### src/rtl/ufb_pkg.sv
// package for the usart frame-format / baud configuration block
// assumes one clock domain and an 8-bit register port
// What this block does
// - parity mode 00 off, 10 even, 11 odd, 01 reserved
// - transmitter computes parity over data bits and inserts it
// - receiver checks parity against selected type, sets error on mismatch
// - parity mode ignored in master spi mode
// - stop select 0 gives one stop bit, 1 gives two; unused in spi
// - receiver ignores stop-bit count
// - width codes 000..011 give 5..8 bits, 111 gives 9; shared setting
// - spi bit order one sends lsb first, zero msb first, both directions
// - spi sample-edge select picks leading or trailing clock edge
// - divider is 12 bits: low register 7:0, high register 3:0 gives 11:8
// - writing the low divider byte pulses the prescaler reload one clock after the write
// - scale exponent in high register 7:4, two's complement -7..+7
// - mode field 11 selects master spi
// - parity error flag reads zero while parity checking is off
package ufb_pkg;
    localparam logic [2:0] UFB_OFS_DATA   = 3'h0;
    localparam logic [2:0] UFB_OFS_STATUS = 3'h1;
    localparam logic [2:0] UFB_OFS_RSVD   = 3'h2;
    localparam logic [2:0] UFB_OFS_INTLVL = 3'h3;
    localparam logic [2:0] UFB_OFS_DIREN  = 3'h4;
    localparam logic [2:0] UFB_OFS_FRAME  = 3'h5;
    localparam logic [2:0] UFB_OFS_BAUDL  = 3'h6;
    localparam logic [2:0] UFB_OFS_BAUDH  = 3'h7;
    // own registers: interrupt status, clear, enable
    localparam logic [3:0] UFB_OFS_IRQ_ST  = 4'h8;
    localparam logic [3:0] UFB_OFS_IRQ_CLR = 4'h9;
    localparam logic [3:0] UFB_OFS_IRQ_EN  = 4'ha;

    localparam logic [7:0] UFB_RST_FRAME = 8'h03;
    localparam logic [7:0] UFB_RST_BAUD  = 8'h00;

    localparam int UFB_POS_MODE   = 6;
    localparam int UFB_POS_PAR    = 4;
    localparam int UFB_POS_STOP   = 3;
    localparam int UFB_POS_ORDER  = 2;
    localparam int UFB_POS_EDGE   = 1;
    localparam int UFB_POS_SCALE  = 4;
    localparam int UFB_POS_PARITY_ERROR_FLAG   = 2;

    localparam logic [1:0] UFB_MODE_MASTER_SERIAL_PERIPH_MODE  = 2'h3;
    localparam logic [1:0] UFB_PAR_OFF    = 2'h0;
    localparam logic [1:0] UFB_PAR_EVEN   = 2'h2;
    localparam logic [1:0] UFB_PAR_ODD    = 2'h3;
    localparam logic [2:0] UFB_CHW_9      = 3'h7;

    // irq status bit positions
    localparam int UFB_IRQ_PARITY_ERROR_FLAG   = 0;
    localparam int UFB_IRQ_RELOAD = 1;

    typedef struct packed {
        logic [1:0] comm_mode_sel;
        logic [1:0] parity_type_sel;
        logic       stop_bit_count_sel;
        logic [2:0] char_width_sel;
    } ufb_frame_s;

    typedef struct packed {
        logic        master_serial_periph_mode;
        logic        parity_en;
        logic        parity_odd;
        logic [1:0]  stop_bits;
        logic [3:0]  data_bits;
        logic        bit_order_sel;
        logic        sample_edge_sel;
    } ufb_fmt_s;

    typedef struct packed {
        logic [11:0] baud_divider_value;
        logic [3:0]  baud_scale_exponent;
    } ufb_baud_s;
endpackage

### src/rtl/ufb_core.sv
// usart frame-format and baud configuration registers
// assumes shifters sit outside and talk over the rx/tx check ports
`timescale 1ns/100ps
module ufb_core
    import ufb_pkg::*;
#(
    parameter int CHAR_W = 9
) (
    // clock and reset
    input  wire logic              i_ref_clk,
    input  wire logic              i_rst_b,
    // register port
    input  wire logic [3:0]        i_addr,
    input  wire logic [7:0]        i_wdata,
    input  wire logic              i_wr,
    input  wire logic              i_rd,
    output logic      [7:0]        o_rdata,
    // transmit side: data of the frame being built
    input  wire logic [CHAR_W-1:0] i_tx_data,
    output logic                   o_tx_parity_bit,
    output logic                   o_tx_parity_en,
    output logic      [1:0]        o_tx_stop_bits,
    // receive side: finished character with its parity bit
    input  wire logic              i_rx_done,
    input  wire logic [CHAR_W-1:0] i_rx_data,
    input  wire logic              i_rx_parity_bit,
    input  wire logic              i_rx_read,
    // shared format and baud
    output logic      [3:0]        o_data_bits,
    output logic                   o_master_serial_periph_mode,
    output logic                   o_lsb_first,
    output logic                   o_sample_trailing,
    output logic      [11:0]       o_baud_divider,
    output logic      [3:0]        o_baud_scale,
    output logic                   o_scale_negative,
    output logic      [2:0]        o_scale_magnitude,
    output logic                   o_prescaler_reload,
    // interrupt
    output logic                   o_irq
);
    initial begin
        if (CHAR_W != 9) $error("ufb_core: CHAR_W must be 9");
    end

    logic [7:0] frame_reg,  frame_next;
    logic [7:0] baudl_reg,  baudl_next;
    logic [7:0] baudh_reg,  baudh_next;
    logic       parity_error_flag_reg,   parity_error_flag_next;
    logic [1:0] irq_st_reg, irq_st_next;
    logic [1:0] irq_en_reg, irq_en_next;
    logic       reload_reg, reload_next;
    logic [7:0] rdata_reg,  rdata_next;
    ufb_fmt_s   fmt_reg,    fmt_next;
    logic       irq_reg,    irq_next;
    logic       par_tx_reg, par_tx_next;
    logic       neg_reg,    neg_next;
    logic [2:0] mag_reg,    mag_next;

    ufb_frame_s frame_f;
    ufb_fmt_s   fmt_c;
    logic       wr_data_area;
    logic       rx_par_calc;
    logic       tx_par_calc;
    logic       sc_neg;
    logic [2:0] sc_mag;
    logic       sc_rsvd;
    logic [1:0] irq_set;

    assign frame_f = ufb_frame_s'(frame_reg);

    // format decode from the frame register
    always_comb begin
        fmt_c = '0;
        fmt_c.master_serial_periph_mode =
            (frame_f.comm_mode_sel == UFB_MODE_MASTER_SERIAL_PERIPH_MODE);
        fmt_c.parity_en = ~fmt_c.master_serial_periph_mode &
            ((frame_f.parity_type_sel == UFB_PAR_EVEN) |
             (frame_f.parity_type_sel == UFB_PAR_ODD));
        fmt_c.parity_odd = (frame_f.parity_type_sel == UFB_PAR_ODD);
        // stop count only matters to the transmitter
        fmt_c.stop_bits = frame_f.stop_bit_count_sel ? 2'h2 : 2'h1;
        if (frame_f.char_width_sel == UFB_CHW_9) begin
            fmt_c.data_bits = 4'h9;
        end else begin
            // reserved codes fall back to 8 bits
            fmt_c.data_bits = frame_f.char_width_sel[2] ? 4'h8 :
                4'(frame_f.char_width_sel[1:0]) + 4'h5;
        end
        fmt_c.bit_order_sel   = frame_reg[UFB_POS_ORDER];
        fmt_c.sample_edge_sel = frame_reg[UFB_POS_EDGE];
    end

    ufb_parity_gen #(.W(CHAR_W)) u_tx_par (
        .i_data   (i_tx_data),
        .i_nbits  (fmt_reg.data_bits),
        .i_odd    (fmt_reg.parity_odd),
        .o_parity (tx_par_calc)
    );

    ufb_parity_gen #(.W(CHAR_W)) u_rx_par (
        .i_data   (i_rx_data),
        .i_nbits  (fmt_reg.data_bits),
        .i_odd    (fmt_reg.parity_odd),
        .o_parity (rx_par_calc)
    );

    ufb_scale_decode u_scale (
        .i_code      (baudh_reg[7:UFB_POS_SCALE]),
        .o_negative  (sc_neg),
        .o_magnitude (sc_mag),
        .o_reserved  (sc_rsvd)
    );

    assign wr_data_area = i_wr & (i_addr[3] == 1'b0);

    // register writes, parity check and interrupt state
    always_comb begin
        frame_next  = frame_reg;
        baudl_next  = baudl_reg;
        baudh_next  = baudh_reg;
        parity_error_flag_next   = parity_error_flag_reg;
        irq_en_next = irq_en_reg;
        reload_next = 1'b0;
        irq_set     = 2'h0;
        if (wr_data_area) begin
            case (i_addr[2:0])
                UFB_OFS_FRAME: frame_next = i_wdata;
                UFB_OFS_BAUDL: begin
                    baudl_next  = i_wdata;
                    reload_next = 1'b1;
                end
                UFB_OFS_BAUDH: baudh_next = i_wdata;
                default: ;
            endcase
        end
        if (i_wr && i_addr == UFB_OFS_IRQ_EN) begin
            irq_en_next = i_wdata[1:0];
        end
        // flag follows the buffered character until software reads it
        if (i_rx_read) begin
            parity_error_flag_next = 1'b0;
        end
        if (i_rx_done) begin
            parity_error_flag_next = fmt_reg.parity_en &
                (rx_par_calc != i_rx_parity_bit);
        end
        if (!fmt_reg.parity_en) begin
            parity_error_flag_next = 1'b0;
        end
        irq_set[UFB_IRQ_PARITY_ERROR_FLAG]   = i_rx_done & fmt_reg.parity_en &
                                  (rx_par_calc != i_rx_parity_bit);
        irq_set[UFB_IRQ_RELOAD] = reload_next;
        irq_st_next = irq_st_reg;
        if (i_wr && i_addr == UFB_OFS_IRQ_CLR) begin
            irq_st_next = irq_st_reg & ~i_wdata[1:0];
        end
        // a new event beats a clear in the same cycle
        irq_st_next = irq_st_next | irq_set;
        irq_next    = |(irq_st_next & irq_en_next);
        fmt_next    = fmt_c;
        par_tx_next = tx_par_calc;
        neg_next    = sc_neg;
        mag_next    = sc_rsvd ? 3'h0 : sc_mag;
    end

    // read mux; data read answers one cycle after the strobe
    always_comb begin
        rdata_next = 8'h00;
        if (i_rd) begin
            case (i_addr)
                {1'b0, UFB_OFS_STATUS}: rdata_next =
                    8'(parity_error_flag_reg) << UFB_POS_PARITY_ERROR_FLAG;
                {1'b0, UFB_OFS_FRAME}: rdata_next = frame_reg;
                {1'b0, UFB_OFS_BAUDL}: rdata_next = baudl_reg;
                {1'b0, UFB_OFS_BAUDH}: rdata_next = baudh_reg;
                UFB_OFS_IRQ_ST:        rdata_next = {6'h00, irq_st_reg};
                UFB_OFS_IRQ_EN:        rdata_next = {6'h00, irq_en_reg};
                default:               rdata_next = 8'h00;
            endcase
        end
    end

    always_ff @(posedge i_ref_clk or negedge i_rst_b) begin
        if (!i_rst_b) begin
            frame_reg  <= UFB_RST_FRAME;
            baudl_reg  <= UFB_RST_BAUD;
            baudh_reg  <= UFB_RST_BAUD;
            parity_error_flag_reg   <= 1'b0;
            irq_st_reg <= 2'h0;
            irq_en_reg <= 2'h0;
            reload_reg <= 1'b0;
            rdata_reg  <= 8'h00;
            fmt_reg    <= '{1'b0, 1'b0, 1'b0, 2'h1, 4'h8, 1'b0, 1'b0};
            irq_reg    <= 1'b0;
            par_tx_reg <= 1'b0;
            neg_reg    <= 1'b0;
            mag_reg    <= 3'h0;
        end else begin
            frame_reg  <= frame_next;
            baudl_reg  <= baudl_next;
            baudh_reg  <= baudh_next;
            parity_error_flag_reg   <= parity_error_flag_next;
            irq_st_reg <= irq_st_next;
            irq_en_reg <= irq_en_next;
            reload_reg <= reload_next;
            rdata_reg  <= rdata_next;
            fmt_reg    <= fmt_next;
            irq_reg    <= irq_next;
            par_tx_reg <= par_tx_next;
            neg_reg    <= neg_next;
            mag_reg    <= mag_next;
        end
    end

    // every output straight from a flip-flop
    assign o_rdata            = rdata_reg;
    assign o_tx_parity_bit    = par_tx_reg;
    assign o_tx_parity_en     = fmt_reg.parity_en;
    assign o_tx_stop_bits     = fmt_reg.stop_bits;
    assign o_data_bits        = fmt_reg.data_bits;
    assign o_master_serial_periph_mode             = fmt_reg.master_serial_periph_mode;
    assign o_lsb_first        = fmt_reg.bit_order_sel;
    assign o_sample_trailing  = fmt_reg.sample_edge_sel;
    // divider and scale are the stored registers themselves
    assign o_baud_divider     = {baudh_reg[3:0], baudl_reg};
    assign o_baud_scale       = baudh_reg[7:UFB_POS_SCALE];
    assign o_scale_negative   = neg_reg;
    assign o_scale_magnitude  = mag_reg;
    assign o_prescaler_reload = reload_reg;
    assign o_irq              = irq_reg;
endmodule

### src/rtl/ufb_parity_gen.sv
// parity of the low n data bits of a 9-bit character
// assumes width code already decoded to a bit count 5..9
`timescale 1ns/100ps
module ufb_parity_gen
    import ufb_pkg::*;
#(
    parameter int W = 9
) (
    // data in
    input  wire logic [W-1:0] i_data,
    input  wire logic [3:0]   i_nbits,
    input  wire logic         i_odd,
    // parity out
    output logic              o_parity
);
    initial begin
        if (W < 5) $error("ufb_parity_gen: W below 5");
    end
    logic [W-1:0] masked;
    genvar g;
    generate
        for (g = 0; g < W; g++) begin : g_mask
            assign masked[g] = i_data[g] & (4'(g) < i_nbits);
        end
    endgenerate
    assign o_parity = (^masked) ^ i_odd;
endmodule

### src/rtl/ufb_scale_decode.sv
// decodes the signed scale exponent nibble
// reserved code -8 is flagged rather than used
`timescale 1ns/100ps
module ufb_scale_decode
    import ufb_pkg::*;
(
    // raw nibble
    input  wire logic [3:0] i_code,
    // decoded
    output logic            o_negative,
    output logic [2:0]      o_magnitude,
    output logic            o_reserved
);
    logic [3:0] neg;
    assign neg         = 4'(~i_code + 4'h1);
    assign o_reserved  = (i_code == 4'h8);
    assign o_negative  = i_code[3] & ~o_reserved;
    assign o_magnitude = i_code[3] ? neg[2:0] : i_code[2:0];
endmodule

### config.mk
export PLATFORM = sky130hd
export DESIGN_NAME = ufb_core
export DESIGN_NICKNAME = d
export VERILOG_FILES = /design/src/rtl/ufb_pkg.sv /design/src/rtl/ufb_core.sv /design/src/rtl/ufb_parity_gen.sv /design/src/rtl/ufb_scale_decode.sv
export SDC_FILE = /design/constraint.sdc
export NUM_CORES = 1
export LEC_CHECK = 0
export ABC_AREA = 1
export BUFFER_PORTS_ARGS = -buffer_cell sky130_fd_sc_hd__buf_2
export CORE_MARGIN = 5
export CORE_UTILIZATION = 50
export CTS_CLUSTER_DIAMETER = 40
export DETAILED_ROUTE_END_ITERATION = 16
export PLACE_DENSITY = 0.76
export SETUP_SLACK_MARGIN = 0.05
export SYNTH_ARGS = -nofsm -noshare
export SYNTH_HDL_FRONTEND = slang
export SYNTH_HIERARCHICAL = 1
export SYNTH_SLANG_ARGS = --single-unit
### constraint.sdc
create_clock -name i_ref_clk -period 4.81 [get_ports i_ref_clk]
set_clock_uncertainty 0.1 [all_clocks]
set_input_delay 1.443 -clock i_ref_clk [delete_from_list [all_inputs] [get_ports i_ref_clk]]
set_output_delay 1.443 -clock i_ref_clk [all_outputs]
set_load 0.05 [all_outputs]
==> flow_metrics.py <==
metrics = {
    "status": {
        "outcome": "completed",
    },
    "cts": {
        "postCtsSetupBuffers": 0,
        "cts_sinks": 55,
        "path_clk_slew_ns": 0.09,
        "hold_buffers": 0,
        "ctsRootBufferMaster": "clkbuf_8",
        "numCtsBuffers": 5,
        "htreeDepth": 2,
        "clock_latency_ns": 0.31,
        "cts_tree": "built",
        "cts_resized": 0,
        "clock_path_buffers": 2,
    },
    "sta": {
        "setup_viol": 0,
        "tns_ns": 0,
        "hold_viol_final": 0,
        "maxSlewViolCount": 0,
        "relSlewSlack_pct": 54.4,
        "rsz0062_at_grt": "false",
        "post-route-period-util_pct": 60.4,
        "period_needed_ns": 2.91,
        "worst_pin_slew_ns": 0.685,
        "setup_ws_ns": 1.90,
        "fmax_mhz": 344,
    },
    "floorplanning": {
        "die_area_um2": 7760,
        "io_pins": 78,
        "core_area_um2": 5920,
        "dieHeight_um": 88.1,
        "initial_core_util_pct": 51.5,
        "row_count": 28,
        "die_x_um": 88.1,
    },
    "synthesis": {
        "synth_top_cell_area_share_pct": 41.8,
        "synth_top_flop_cell": "dfrtp_1",
        "synth_edf_count": 0,
        "yosysWarningCount": 6,
        "synthSimpleGateAreaFrac_pct": 37.7,
        "ys_ff_latch": 55,
        "synth_xor_area_share_pct": 0.287,
        "synth.area.mux_share_pct": 0,
        "synthAdderAreaFrac_pct": 0.820,
        "synth_top_family_by_area": "simple AND/OR/NAND/NOR gates",
        "synth_top_area_cell": "dfrtp_1",
        "yosys-top-cells-count": "nand2_1 (159), inv_1 (55), dfrtp_1 (51)",
        "synth_compound_area_share_pct": 5.33,
        "synth_cell_types": 25,
        "ys_seq_area_share_pct": 45.3,
        "synth_cells": 413,
        "yosysMostFrequentCell": "nand2_1",
        "yosys-top-cells-area": "dfrtp_1 (42%), nand2_1 (20%), inv_1 (6.8%)",
        "avgSynthCellArea_um2": 7.39,
        "syn_area_um2": 3050,
        "async_flop_share_pct": 100,
        "synthesis.nets": 452,
    },
    "drt": {
        "drc": 0,
        "num_vias": 2759,
        "routed_wl_mm": 6.71,
        "firstDrtPassIters": 4,
        "drt_iter0_markers": 99,
        "drtAntennaViolNets": 0,
        "via_per_inst": 4.88,
        "routedWlPerCell_um": 11.9,
    },
    "place": {
        "hpwl_mm": 5.34,
        "dpl-instance-area_um2": 3460,
        "gp_congestion": 0.866,
        "pre_cts_ws_ns": 1.94,
        "port_buffers": 77,
    },
    "global_route": {
        "grt_pass1_vias": 2663,
        "grtUsageTotal_pct": 18.8,
        "grt-ovfl-total": 0,
        "grt_pass1_wl_mm": 11.5,
        "antenna_found_initial": 0,
        "grt_max_degree": 31,
    },
    "worst_setup_path": {
        "crit_type": "flop to output port",
        "critPathTopFamily": "flip-flops",
        "worst-path-max-fanout": 15,
        "startpoint_type": "flop",
        "slowest_stage": "dfstp_2",
        "max_stage_delay_ns": 0.72,
        "cp.arrival_ns": 1.36,
        "crit_path_end_kind": "output port",
        "crit_chain": "buf_2",
        "required_ns": 3.27,
        "crit_buf_inv": 1,
    },
    "flow_run": {
        "cap_violations": 0,
    },
    "final_layout": {
        "area_delta_synth_final_pct": 16.4,
        "final_nets": 528,
        "nFillCells": 527,
        "finalInstanceArea_um2": 3550,
        "drive_gt1_share_pct": 26.5,
        "n_antenna_cell": 0,
    },
    "power_and_ir_drop": {
        "p_int_uw": 880,
        "powerDensity_nw_per_um2": 477,
        "p_clk_share_pct": 14.9,
        "seqPwrFrac_pct": 39.6,
        "p_sw_share_pct": 48.0,
        "power_leakage_uw": 0.00209,
        "power_switching_uw": 812,
        "power_frac_comb_pct": 45.6,
        "ir_worst_vdd_mv": 0.312,
    },
    "hold_path": {
        "hp-class": "flop to flop",
    },
}
-- path summary, 6_finish.rpt --
check | start | end | slack [ns] | depth (start not counted)
min in group asynchronous | i_rst_b | baudl_reg[6]$_DFFE_PN0P_ | 1.06 | 1
max in group asynchronous | i_rst_b | frame_f[1]$_DFFE_PN1P_ | 2.72 | 2
max | o_data_bits[3]$_DFF_PN1_ | o_data_bits[3] | 1.90 | 1
min reg2reg | frame_f[3]$_DFFE_PN0P_ | o_tx_stop_bits[1]$_DFF_PN0_ | 0.32 | 0
max reg2reg | o_data_bits[3]$_DFF_PN1_ | o_irq$_DFF_PN0_ | 2.68 | 15
min | frame_f[3]$_DFFE_PN0P_ | o_tx_stop_bits[1]$_DFF_PN0_ | 0.32 | 0
-- layout by cell type, fill, tap and decap left out --
| cell | synthesis | routed |
|---|---|---|
| nor2_2 | 4 | 4 |
| nand2_2 | 12 | 12 |
| inv_2 | 7 | 7 |
| buf_4 | 7 | 1 |
| nand3_2 | 1 | 1 |
| o21ai_0 | 22 | 22 |
| nand2_4 | 5 | 5 |
| nand2_1 | 159 | 159 |
| o21ai_1 | 2 | 2 |
| o211ai_1 | 5 | 5 |
| clkbuf_8 | 0 | 5 |
| inv_6 | 0 | 1 |
| nor3_2 | 1 | 1 |
| nor2_1 | 25 | 25 |
| xor2_1 | 1 | 1 |
| dfrtp_1 | 51 | 51 |
| nand4_1 | 2 | 2 |
| buf_2 | 0 | 77 |
| a21oi_1 | 1 | 1 |
| nand3_1 | 33 | 33 |
| dfstp_2 | 4 | 4 |
| nor3_4 | 1 | 1 |
| clkinv_2 | 0 | 2 |
| clkinv_1 | 2 | 2 |
| inv_4 | 1 | 1 |
| ha_1 | 2 | 2 |
| inv_1 | 55 | 55 |
| nor2_4 | 8 | 8 |
-- power groups by stage --
stage	clock network, µW	logic, µW	registers [µW]
3_5_place_dp	0	774	676
5_1_grt	284	850	683
2_1_floorplan	0	413	869
3_3_place_gp	0	754	674
4_1_cts	260	776	668
6_report	252	771	669
-- metal layers --
metal  track usage (%)  share of wire, %  up-vias  routed length, µm
met2              32.5                47       91               3170
met4              5.49               1.4        0                 91
li1                  -                 -     1409                  -
met1              23.4                43     1251               2910
met3              4.52               7.9        8                533
met5                 0                 0        -                  0
-- kinds of logic (layout without fill, tap and decap cells) --
family | count (synthesis) | after routing
AND/OR/NAND/NOR | 251 | 251
buffers and inverters | 74 | 151
flip-flops | 55 | 55
AO/OA/AOI/OAI | 30 | 30
adder cells (fa/ha/maj) | 2 | 2
XOR/XNOR | 1 | 1
-- cell type report --
class	count	area [µm²]	area share, %
Clock inverter	3	18.8	0.529
Clock buffer	5	68.8	1.94
Sequential cell	55	1380	38.9
Inverter	65	246	6.94
Timing Repair Buffer	78	393	11.1
Tap cell	75	93.8	2.64
Multi-Input combinational cell	284	1350	38.0
-- stage by stage --
| stage | instances | power [µW] | util (%) | hold slack [ns] |
|---|---|---|---|---|
| 6_report | 565 | 1690 | 60.0 | 0.324 |
| 4_1_cts | 565 | 1700 | 60.0 | 0.323 |
| 2_1_floorplan | 413 | 1280 | - | 0.274 |
| 3_5_place_dp | 557 | 1450 | 58.5 | 0.300 |
| 3_3_place_gp | 557 | 1430 | 58.5 | 0.304 |
| 5_1_grt | 565 | 1820 | 60.0 | 0.337 |
Power figures use the tool's default switching activity.
